`src/psbld_consts.svh`:
```
// offsets, field positions, reset values and widths for the synth loader
`ifndef PSBLD_CONSTS_SVH
`define PSBLD_CONSTS_SVH

`define PSBLD_NIB_W 4
`define PSBLD_SEL_W 3
`define PSBLD_FB_W 14
`define PSBLD_REF_W 12
`define PSBLD_NUM_LATCH 7

`define PSBLD_OFS_FB_NIB0 3'h0
`define PSBLD_OFS_FB_NIB1 3'h1
`define PSBLD_OFS_FB_NIB2 3'h2
`define PSBLD_OFS_FB_TOP 3'h3
`define PSBLD_OFS_REF_NIB0 3'h4
`define PSBLD_OFS_REF_NIB1 3'h5
`define PSBLD_OFS_REF_NIB2 3'h6
`define PSBLD_OFS_NONE 3'h7

`define PSBLD_FB_TOP_W 2
`define PSBLD_FB_POS_NIB0 0
`define PSBLD_FB_POS_NIB1 4
`define PSBLD_FB_POS_NIB2 8
`define PSBLD_FB_POS_TOP 12
`define PSBLD_REF_POS_NIB0 0
`define PSBLD_REF_POS_NIB1 4
`define PSBLD_REF_POS_NIB2 8

`define PSBLD_NIB_RESET 4'h0
`define PSBLD_SYNC_W 10

`endif

```
`src/psbld_pkg.sv`:
```
// types shared by the synth loader and detector modules
package psbld_pkg;

  typedef enum logic [1:0] {
    PFD_IDLE = 2'b00,
    PFD_FB_LEAD = 2'b01,
    PFD_BOTH = 2'b11,
    PFD_REF_LEAD = 2'b10
  } psbld_pfd_e;

  typedef logic [3:0] psbld_nibble_t;

endpackage

```
`src/psbld_pd_if.sv`:
```
// carrier between the divider outputs and the phase detector
`timescale 1ns/1ps
interface psbld_pd_if;
  logic divided_feedback;
  logic divided_reference;
  logic fb_up;
  logic ref_up;

  modport ctl (
    output divided_feedback,
    output divided_reference,
    input fb_up,
    input ref_up
  );

  modport det (
    input divided_feedback,
    input divided_reference,
    output fb_up,
    output ref_up
  );
endinterface

```
`src/psbld_top.sv`:
```
// synthesizer core: nibble latches, two dividers, detector and outputs
`timescale 1ns/1ps
`include "psbld_consts.svh"
module psbld_top (
  input wire logic CLK,
  input wire logic RST_N,
  input wire logic [3:0] NIBBLE_BUS,
  input wire logic [2:0] LATCH_SELECT,
  input wire logic LOAD_STROBE,
  input wire logic FREQ_IN,
  input wire logic REFERENCE_CLOCK_INPUT,
  output logic TRISTATE_ERROR_OUTPUT,
  output logic TRISTATE_ERROR_OE_N,
  output logic LOCK_INDICATOR,
  output logic PHI_FB_N,
  output logic PHI_REF_N
);

  // all pins but CLK and RST_N are asynchronous to CLK: two flops before any use
  wire [`PSBLD_SYNC_W-1:0] pins = {REFERENCE_CLOCK_INPUT, FREQ_IN,
                                   LOAD_STROBE, LATCH_SELECT, NIBBLE_BUS};
  logic [`PSBLD_SYNC_W-1:0] sync1;
  logic [`PSBLD_SYNC_W-1:0] sync2;

  genvar gi;
  generate
    for (gi = 0; gi < `PSBLD_SYNC_W; gi++) begin : g_sync
      always_ff @(posedge CLK or negedge RST_N) begin
        if (!RST_N) begin
          sync1[gi] <= 1'b0;
          sync2[gi] <= 1'b0;
        end else begin
          sync1[gi] <= pins[gi];
          sync2[gi] <= sync1[gi];
        end
      end
    end
  endgenerate

  wire psbld_pkg::psbld_nibble_t bus_s = sync2[3:0];
  wire [`PSBLD_SEL_W-1:0] sel_s = sync2[6:4];
  wire strobe_s = sync2[7];
  wire fin_s = sync2[8];
  wire osc_s = sync2[9];

  // previous samples for rising-edge detection of the two clock pins
  logic fin_d;
  logic osc_d;
  always_ff @(posedge CLK or negedge RST_N) begin
    if (!RST_N) begin
      fin_d <= 1'b0;
      osc_d <= 1'b0;
    end else begin
      fin_d <= fin_s;
      osc_d <= osc_s;
    end
  end

  wire fin_rise = fin_s & ~fin_d;
  wire osc_rise = osc_s & ~osc_d;

  // nibble latches: transparent while strobe high and their code selected, hold once it drops
  psbld_pkg::psbld_nibble_t nib [0:`PSBLD_NUM_LATCH-1];
  wire [`PSBLD_NUM_LATCH-1:0] load_en;

  generate
    for (gi = 0; gi < `PSBLD_NUM_LATCH; gi++) begin : g_latch
      // code 7 matches no entry, so it writes nothing
      assign load_en[gi] = strobe_s & (sel_s == 3'(gi));
      always_ff @(posedge CLK or negedge RST_N) begin
        if (!RST_N) begin
          nib[gi] <= `PSBLD_NIB_RESET;
        end else if (load_en[gi]) begin
          nib[gi] <= bus_s;
        end
      end
    end
  endgenerate

  // bus line 3 lands in bit 3 of each nibble, line 0 in bit 0
  wire [`PSBLD_FB_W-1:0] fb_ratio = {
    nib[`PSBLD_OFS_FB_TOP][`PSBLD_FB_TOP_W-1:0],
    nib[`PSBLD_OFS_FB_NIB2],
    nib[`PSBLD_OFS_FB_NIB1],
    nib[`PSBLD_OFS_FB_NIB0]
  };
  wire [`PSBLD_REF_W-1:0] ref_ratio = {
    nib[`PSBLD_OFS_REF_NIB2],
    nib[`PSBLD_OFS_REF_NIB1],
    nib[`PSBLD_OFS_REF_NIB0]
  };

  psbld_pd_if pd ();

  psbld_divider #(
    .W(`PSBLD_FB_W)
  ) u_fb_div (
    .clk(CLK),
    .rst_n(RST_N),
    .in_edge(fin_rise),
    .ratio(fb_ratio),
    .tick(pd.divided_feedback)
  );

  psbld_divider #(
    .W(`PSBLD_REF_W)
  ) u_ref_div (
    .clk(CLK),
    .rst_n(RST_N),
    .in_edge(osc_rise),
    .ratio(ref_ratio),
    .tick(pd.divided_reference)
  );

  psbld_phase_det u_det (
    .clk(CLK),
    .rst_n(RST_N),
    .pd(pd.det)
  );

  // only one side up means an error is being reported
  wire one_up = pd.fb_up ^ pd.ref_up;
  wire drive_high = pd.ref_up & ~pd.fb_up;

  always_ff @(posedge CLK or negedge RST_N) begin
    if (!RST_N) begin
      TRISTATE_ERROR_OUTPUT <= 1'b0;
      TRISTATE_ERROR_OE_N <= 1'b1;
      LOCK_INDICATOR <= 1'b1;
      PHI_FB_N <= 1'b1;
      PHI_REF_N <= 1'b1;
    end else begin
      TRISTATE_ERROR_OUTPUT <= drive_high;
      TRISTATE_ERROR_OE_N <= ~one_up;
      LOCK_INDICATOR <= ~one_up;
      PHI_FB_N <= ~pd.fb_up;
      PHI_REF_N <= ~pd.ref_up;
    end
  end

endmodule

```
`src/psbld_divider.sv`:
```
// programmable down-counting divider, one tick per ratio input edges
`timescale 1ns/1ps
module psbld_divider #(
  parameter int W = 14
) (
  input wire logic clk,
  input wire logic rst_n,
  input wire logic in_edge,
  input wire logic [W-1:0] ratio,
  output logic tick
);

  logic [W-1:0] cnt;
  wire expire = (cnt <= W'(1));
  wire [W-1:0] next_cnt = expire ? ratio : cnt - W'(1);

  // a stored ratio of 0 or 1 divides by one
  always_ff @(posedge clk or negedge rst_n) begin
    if (!rst_n) begin
      cnt <= W'(1);
      tick <= 1'b0;
    end else begin
      tick <= in_edge & expire;
      if (in_edge) begin
        cnt <= next_cnt;
      end
    end
  end

endmodule

```
`src/psbld_phase_det.sv`:
```
// phase/frequency detector state machine on divided edges
`timescale 1ns/1ps
module psbld_phase_det (
  input wire logic clk,
  input wire logic rst_n,
  psbld_pd_if.det pd
);

  psbld_pkg::psbld_pfd_e state;
  psbld_pkg::psbld_pfd_e next_state;

  // from idle or both, fresh ticks decide the next leader
  function automatic psbld_pkg::psbld_pfd_e from_idle(input logic f,
                                                     input logic r);
    psbld_pkg::psbld_pfd_e s;
    s = psbld_pkg::PFD_IDLE;
    if (f && r) begin
      s = psbld_pkg::PFD_BOTH;
    end else if (f) begin
      s = psbld_pkg::PFD_FB_LEAD;
    end else if (r) begin
      s = psbld_pkg::PFD_REF_LEAD;
    end
    return s;
  endfunction

  always_comb begin
    next_state = state;
    unique case (state)
      psbld_pkg::PFD_IDLE: begin
        next_state = from_idle(pd.divided_feedback,
                               pd.divided_reference);
      end
      psbld_pkg::PFD_FB_LEAD: begin
        if (pd.divided_reference) begin
          next_state = psbld_pkg::PFD_BOTH;
        end
      end
      psbld_pkg::PFD_REF_LEAD: begin
        if (pd.divided_feedback) begin
          next_state = psbld_pkg::PFD_BOTH;
        end
      end
      psbld_pkg::PFD_BOTH: begin
        next_state = from_idle(pd.divided_feedback,
                               pd.divided_reference);
      end
    endcase
  end

  always_ff @(posedge clk or negedge rst_n) begin
    if (!rst_n) begin
      state <= psbld_pkg::PFD_IDLE;
    end else begin
      state <= next_state;
    end
  end

  assign pd.fb_up = state[0];
  assign pd.ref_up = state[1];

endmodule

```
`config.mk`:
```
export PLATFORM = sky130hd
export DESIGN_NAME = psbld_top
export DESIGN_NICKNAME = d
export VERILOG_FILES = /design/src/psbld_pkg.sv /design/src/psbld_pd_if.sv /design/src/psbld_top.sv /design/src/psbld_divider.sv /design/src/psbld_phase_det.sv
export VERILOG_INCLUDE_DIRS = /design/src
export SDC_FILE = /design/constraint.sdc
export NUM_CORES = 1
export LEC_CHECK = 0
export ABC_AREA = 1
export BUFFER_PORTS_ARGS = -buffer_cell sky130_fd_sc_hd__buf_2
export CAP_MARGIN = 5
export CORE_ASPECT_RATIO = 1.1
export CORE_MARGIN = 4
export CORE_UTILIZATION = 45
export CTS_CLUSTER_DIAMETER = 40
export DETAILED_ROUTE_END_ITERATION = 8
export PLACE_DENSITY = 0.62
export SLEW_MARGIN = 10
export SYNTH_ARGS = -nofsm -noshare
export SYNTH_HDL_FRONTEND = slang
export SYNTH_SLANG_ARGS = --single-unit
```
`constraint.sdc`:
```
create_clock -name CLK -period 1.75 [get_ports CLK]
set_input_delay 0.35 -clock CLK [delete_from_list [all_inputs] [get_ports CLK]]
set_output_delay 0.35 -clock CLK [all_outputs]
set_load 0.01 [all_outputs]
```
# Word level (Yosys, flattened, before mapping)

Index checks and enable logic that the tools add are counted.
Widths: inputs -> output; s select.

Output and inout port bits: 5
Input bits: 12
Logic and storage cells: 84
Flip-flop bits (word level): 82

Magnitude comparators: 2
$add $sub $neg: 2
Reduce and logical (&&, ||, !) cells: 5
Multiplexer cells: 8
Equality and inequality tests: 11
Bitwise operators: 18

Operators by type and width:

| cell                  | number |
|---|---|
| $le 14x1->1 const B   | 1 |
| $mux 14               | 1 |
| $sub 14x1->14 const B | 1 |
| $and 1x1->1           | 12 |
| $le 12x1->1 const B   | 1 |
| $mux 12               | 1 |
| $sub 12x1->12 const B | 1 |
| $mux 2                | 5 |
| $eq 3x3->1 const B    | 3 |
| $eq 3x2->1 const B    | 2 |
| $pmux 2 s3            | 1 |
| $not 1->1             | 5 |
| $eq 2x2->1 const B    | 2 |
| $ne 2x2->1 const B    | 2 |
| $eq 3x1->1 const B    | 1 |
| $logic_not 3->1       | 1 |
| $eq 2x1->1 const B    | 1 |
| $logic_not 2->1       | 1 |
| $reduce_and 2->1      | 1 |
| $reduce_or 2->1       | 1 |
| $logic_and 1x1->1     | 1 |
| $xor 1x1->1           | 1 |

# Depth between registers and ports, before layout

Depth in word-level cells: 4
Depth in mapped cells: 11

# Modules after synthesis

From an unflattened synthesis, not the netlist that was laid out.

Cells, all modules: 509
Area, all modules: 4036.4 um^2

By module, submodules not included:

| module                    | seq. area each (um^2) | instances | area an instance (um^2) | cells each |
|---|---|---|---|---|
| psbld_top                 | 1305.0                | 1         | 1775.5                  | 161 |
| psbld_divider (u_fb_div)  | 376.6                 | 1         | 1143.6                  | 177 |
| psbld_divider (u_ref_div) | 326.6                 | 1         | 975.9                   | 152 |
| psbld_phase_det           | 50.0                  | 1         | 141.4                   | 19 |

# Worst setup path after synthesis

No wires, ideal clock.

Path type: flip-flop to flip-flop
Start point: reg u_fb_div.cnt[0]
End point: reg u_fb_div.cnt[3]
Stages on the path, launching flop included: 10
Clock period less this slack: 1510 ps
Slack: 240 ps
Path buffers: 0
Data arrival time: 1393 ps
Cells stage by stage: dfstp_2 -> ha_1 -> inv_1 -> nand2_1 -> nand3_2 -> nor2_8 -> nand2_4 -> or2_0 -> nand2_1 -> nand2_1

Word-level cells in the longest chain between the ends: 2

Ends and longest elaborated chain:

| item                                         | RTL line                                 | RTL |
|---|---|---|
| start: declaration                           | psbld_divider.sv:13                      | `logic [W-1:0] cnt;` |
| start signal: assignment                     | psbld_divider.sv:25                      | `cnt <= next_cnt;` |
| $sub 14x1->14 or $le 14x1->1 (tied branches) | psbld_divider.sv:15, psbld_divider.sv:14 |  |
| $mux 14 *                                    | psbld_divider.sv:15                      | `wire [W-1:0] next_cnt = expire ? ratio : cnt - W'(1);` |

Every way passes the cells marked *; elsewhere a longest branch is shown, timed or not.
A chain may end at the register's enable or synchronous reset.

# Final worst setup path

Ends and elaborated chain as after synthesis.

==> flow_metrics.env <==
export IMPL_result_of_the_run="completed"
export IMPL_cts_htree_levels=3
export IMPL_synth_top_area_share=0.517
export IMPL_drt_pass1_iterations=4
export IMPL_tns_ns=0
export IMPL_routed_wl_met3_um=251
export IMPL_grt_ovfl_total=0
export IMPL_maxClockFrequency_mhz=615
export IMPL_synth_seq_area_share=0.552
export IMPL_static_leakage_power_uw=0.00212
export IMPL_clk_root_buffer_cell="sky130_fd_sc_hd__clkbuf_8"
export IMPL_drt_total_wl_um=7210
export IMPL_routedWlPerCell_um=12.6
export IMPL_max_slew_worst_pin_slew_ns=0.463
export IMPL_critPathRequiredTime_ns=1.98
export IMPL_route_detailed_vias_per_inst=4.86
export IMPL_grtUsageTotal=0.165
export IMPL_max_vdd_ir_drop_uv=633
export IMPL_hold_viol_final=0
export IMPL_synth_cell_types=30
export IMPL_finalCriticalPeriod_ns=1.63
export IMPL_dpl_hpwl_um=5340
export IMPL_crit_reg2reg_launch="u_fb_div.cnt[0]"
export IMPL_die_x_um=94.8
export IMPL_max_cap_violations=0
export IMPL_rsz_0062_raised_after_global_routing="false"
export IMPL_setup_viol=0
export IMPL_synth_seq_cells=82
export IMPL_grt_pass1_vias=2712
export IMPL_worst_slew_margin_relative_to_its_limit=0.691
export IMPL_grt_max_degree=34
export IMPL_setup_worst_path_class="reg -> reg"
export IMPL_gpl_final_weighted_congestion=0.829
export IMPL_floorplan_io_pins=17
export IMPL_cts_reportedPaths_clkPinSlew_ns=0.09
export IMPL_rr_worst_depth=9
export IMPL_synth_edff_count=0
export IMPL_power_density_nw_per_um2=1450
export IMPL_cts_max_path_buffers=2
export IMPL_synth_avg_cell_area_um2=8.69
export IMPL_synth_adder_area_share=0.0201
export IMPL_numClockSinks=82
export IMPL_arrival_time_at_the_worst_endpoint_ns=1.86
export IMPL_main_combinational_cell_family_by_area_after_synthesis="simple AND/OR/NAND/NOR gates"
export IMPL_met1_length_um=3360
export IMPL_preCtsSetupSlack_ns=0.108
export IMPL_area_overhead_of_the_layout_relative_to_synthesis_pct=13.1
export IMPL_antenna_cells_inserted=0
export IMPL_hold_depth=1
export IMPL_nets=476
export IMPL_r2r_end="u_fb_div.cnt[3]"
export IMPL_wl_met2_um=3520
export IMPL_netlist_area_um2=3730
export IMPL_synth_top_cell_by_area="sky130_fd_sc_hd__dfrtp_1"
export IMPL_drt_iter0_drc=104
export IMPL_cts_buffers=9
export IMPL_critPathCaptureType="register"
export IMPL_min_delay_start="FREQ_IN"
export IMPL_total_die_area_um2=9800
export IMPL_yosys_warnings=0
export IMPL_ys_top_cells_by_area="sky130_fd_sc_hd__dfrtp_1, sky130_fd_sc_hd__nand2_1, sky130_fd_sc_hd__o21ai_0, sky130_fd_sc_hd__inv_1, sky130_fd_sc_hd__nand3_1"
export IMPL_final_setup_worst_slack_ns=0.124
export IMPL_numPortBuffers=16
export IMPL_critical_path_max_fanout=8
export IMPL_floorplan_initialDensity=0.466
export IMPL_slew_violations=0
export IMPL_syn_nets=447
export IMPL_period_utilisation_layout=0.929
export IMPL_tritoncts="built"
export IMPL_post_detailed_route_drc_marker_count=0
export IMPL_timing_critical_path_from_type="register"
export IMPL_yosys_area_share_simple=0.283
export IMPL_dominantRegCellSynth="sky130_fd_sc_hd__dfrtp_1"
export IMPL_worst_hold_path_type="in -> reg"
export IMPL_core_area_um2=8000
export IMPL_synth_most_common_cell="sky130_fd_sc_hd__nand2_1"
export IMPL_std_cell_rows=34
export IMPL_synth_cells=429
export IMPL_dr_total_vias=2777
export IMPL_antenna_left=0
export IMPL_topRoutingLayerUsed="met4"
export IMPL_async_s_r_ff_share_synth=1.00
export IMPL_r2r_slack_ns=0.12
export IMPL_synth_compound_area_frac=0.0712
export IMPL_fp_dieH_um=103
export IMPL_first_pass_grt_wire_length_um=12600
export IMPL_fin_worst_skew_ns=0.00793
export IMPL_clk_latency_ns=0.34
export IMPL_layout_drive_gt1_share=0.145
export IMPL_end_point_of_the_worst_hold_path="sync1[8]"
export IMPL_antenna_violations_before_repair=0
export IMPL_synth_commonest_cells="sky130_fd_sc_hd__nand2_1, sky130_fd_sc_hd__dfrtp_1, sky130_fd_sc_hd__inv_1"
export IMPL_yosys_mux_area_fraction=0
export IMPL_synth_xor_area_share=0.00940
==> flip-flops by register name (all words and copies together) (netlist names) <==
register / cells
fin_s: 1
fb_ratio: 14
sync1: 10
fin_d: 1
nib: 12
u_fb_div.tick: 1
PHI_FB_N: 1
TRISTATE_ERROR_OUTPUT: 1
osc_s: 1
bus_s: 4
strobe_s: 1
PHI_REF_N: 1
sel_s: 3
TRISTATE_ERROR_OE_N: 1
u_det.state: 2
u_ref_div.tick: 1
u_ref_div.cnt: 12
u_fb_div.cnt: 14
osc_d: 1
==> routing by layer <==
metal | global-route usage | vias up
li1 | - | 1428
met1 | 0.222 | 1292
met2 | 0.272 | 51
met3 | 0.0369 | 6
met4 | 0.0433 | 0
met5 | 0 | -
==> how the worst max path moves through the flow <==
| stage | from | endpoint |
|---|---|---|
| 5_1_grt | u_fb_div.cnt[0] | u_fb_div.cnt[3] |
| 4_1_cts | u_fb_div.cnt[0] | u_fb_div.cnt[5] |
| 3_5_place_dp | u_fb_div.cnt[0] | u_fb_div.cnt[5] |
| 6_report | u_fb_div.cnt[0] | u_fb_div.cnt[3] |
| 3_3_place_gp | u_fb_div.cnt[0] | u_fb_div.cnt[3] |
| 2_1_floorplan | u_fb_div.cnt[0] | u_fb_div.cnt[3] |
==> worst max-delay path, cell delays in order (launching register included) <==
cell                      delay [ns]
sky130_fd_sc_hd__dfstp_2        0.56
sky130_fd_sc_hd__ha_1           0.17
sky130_fd_sc_hd__inv_1          0.04
sky130_fd_sc_hd__nand2_1        0.07
sky130_fd_sc_hd__nand3_2        0.11
sky130_fd_sc_hd__nor2_8         0.17
sky130_fd_sc_hd__nand2_4        0.09
sky130_fd_sc_hd__or2_0          0.20
sky130_fd_sc_hd__nand2_1        0.07
sky130_fd_sc_hd__nand2_1        0.05
==> logic make-up after synthesis <==
family | after synthesis
xor+xnor | 4
flops | 82
simple gates | 224
compound gates | 51
buf+inv | 62
fa+ha+maj | 6
==> cell usage in the layout, fill, tap and decap left out, types with 2 or more instances in the layout <==
cell type | Yosys | final
sky130_fd_sc_hd__nand2_1 | 124 | 124
sky130_fd_sc_hd__clkbuf_8 | 0 | 9
sky130_fd_sc_hd__o21ai_1 | 3 | 4
sky130_fd_sc_hd__inv_1 | 55 | 55
sky130_fd_sc_hd__or2_0 | 2 | 2
sky130_fd_sc_hd__nor3_1 | 3 | 3
sky130_fd_sc_hd__nand3_1 | 40 | 40
sky130_fd_sc_hd__buf_4 | 1 | 2
sky130_fd_sc_hd__nor2_2 | 6 | 6
sky130_fd_sc_hd__dfrtp_1 | 77 | 77
sky130_fd_sc_hd__nand2_4 | 2 | 2
sky130_fd_sc_hd__buf_12 | 0 | 3
sky130_fd_sc_hd__nand3_2 | 4 | 4
sky130_fd_sc_hd__inv_2 | 3 | 3
sky130_fd_sc_hd__dfstp_2 | 5 | 5
sky130_fd_sc_hd__clkinvlp_4 | 0 | 2
sky130_fd_sc_hd__o31ai_1 | 2 | 2
sky130_fd_sc_hd__nor2_4 | 4 | 4
sky130_fd_sc_hd__o21ai_0 | 43 | 42
sky130_fd_sc_hd__ha_1 | 6 | 5
sky130_fd_sc_hd__inv_6 | 0 | 2
sky130_fd_sc_hd__nor2_1 | 23 | 23
sky130_fd_sc_hd__buf_2 | 2 | 15
sky130_fd_sc_hd__nand3b_1 | 8 | 8
sky130_fd_sc_hd__xor2_1 | 4 | 4
sky130_fd_sc_hd__nand4_1 | 4 | 4
==> where the power goes <==
part           leakage, uW  total, uW  internal (uW)  switching [uW]
sequential         0.00100       2780           2400             377
combinational      0.00101       1940            692            1250
clock            0.0000984       1400            681             718
total              0.00212       6120           3780            2350
==> per-stage QoR <==
stage / hold slack [ns] / cell area, um2 / util / total power [uW] / std cells
after floorplan: 0.0544 / 3730 / - / 4240 / 429
after detailed placement: 0.336 / 4000 / 0.500 / 4760 / 554
final: 0.105 / 4210 / 0.527 / 6120 / 571
after global placement: 0.332 / 4000 / 0.500 / 4690 / 554
after CTS: 0.0892 / 4210 / 0.527 / 6180 / 571
after global routing: 0.0786 / 4210 / 0.527 / 6630 / 571
==> what timing repair did <==
action / CTS / global route
endpoints found under the setup margin: 0 / 6
hold buffers: 1 / 0
buffers inserted: 0 / 0
resized for setup: 0 / 2
endpoints found under the hold margin: 27 / 0
==> area by class of cell <==
class                           count  area [um2]
Tap cell                          108         135
Timing Repair Buffer               21         160
Sequential cell                    82        2060
Clock buffer                        9         124
Clock inverter                      7        82.6
Inverter                           59         223
Multi-Input combinational cell    285        1430
Fill cell                         792        3780
No activity file was read; power rests on OpenSTA's default activity.
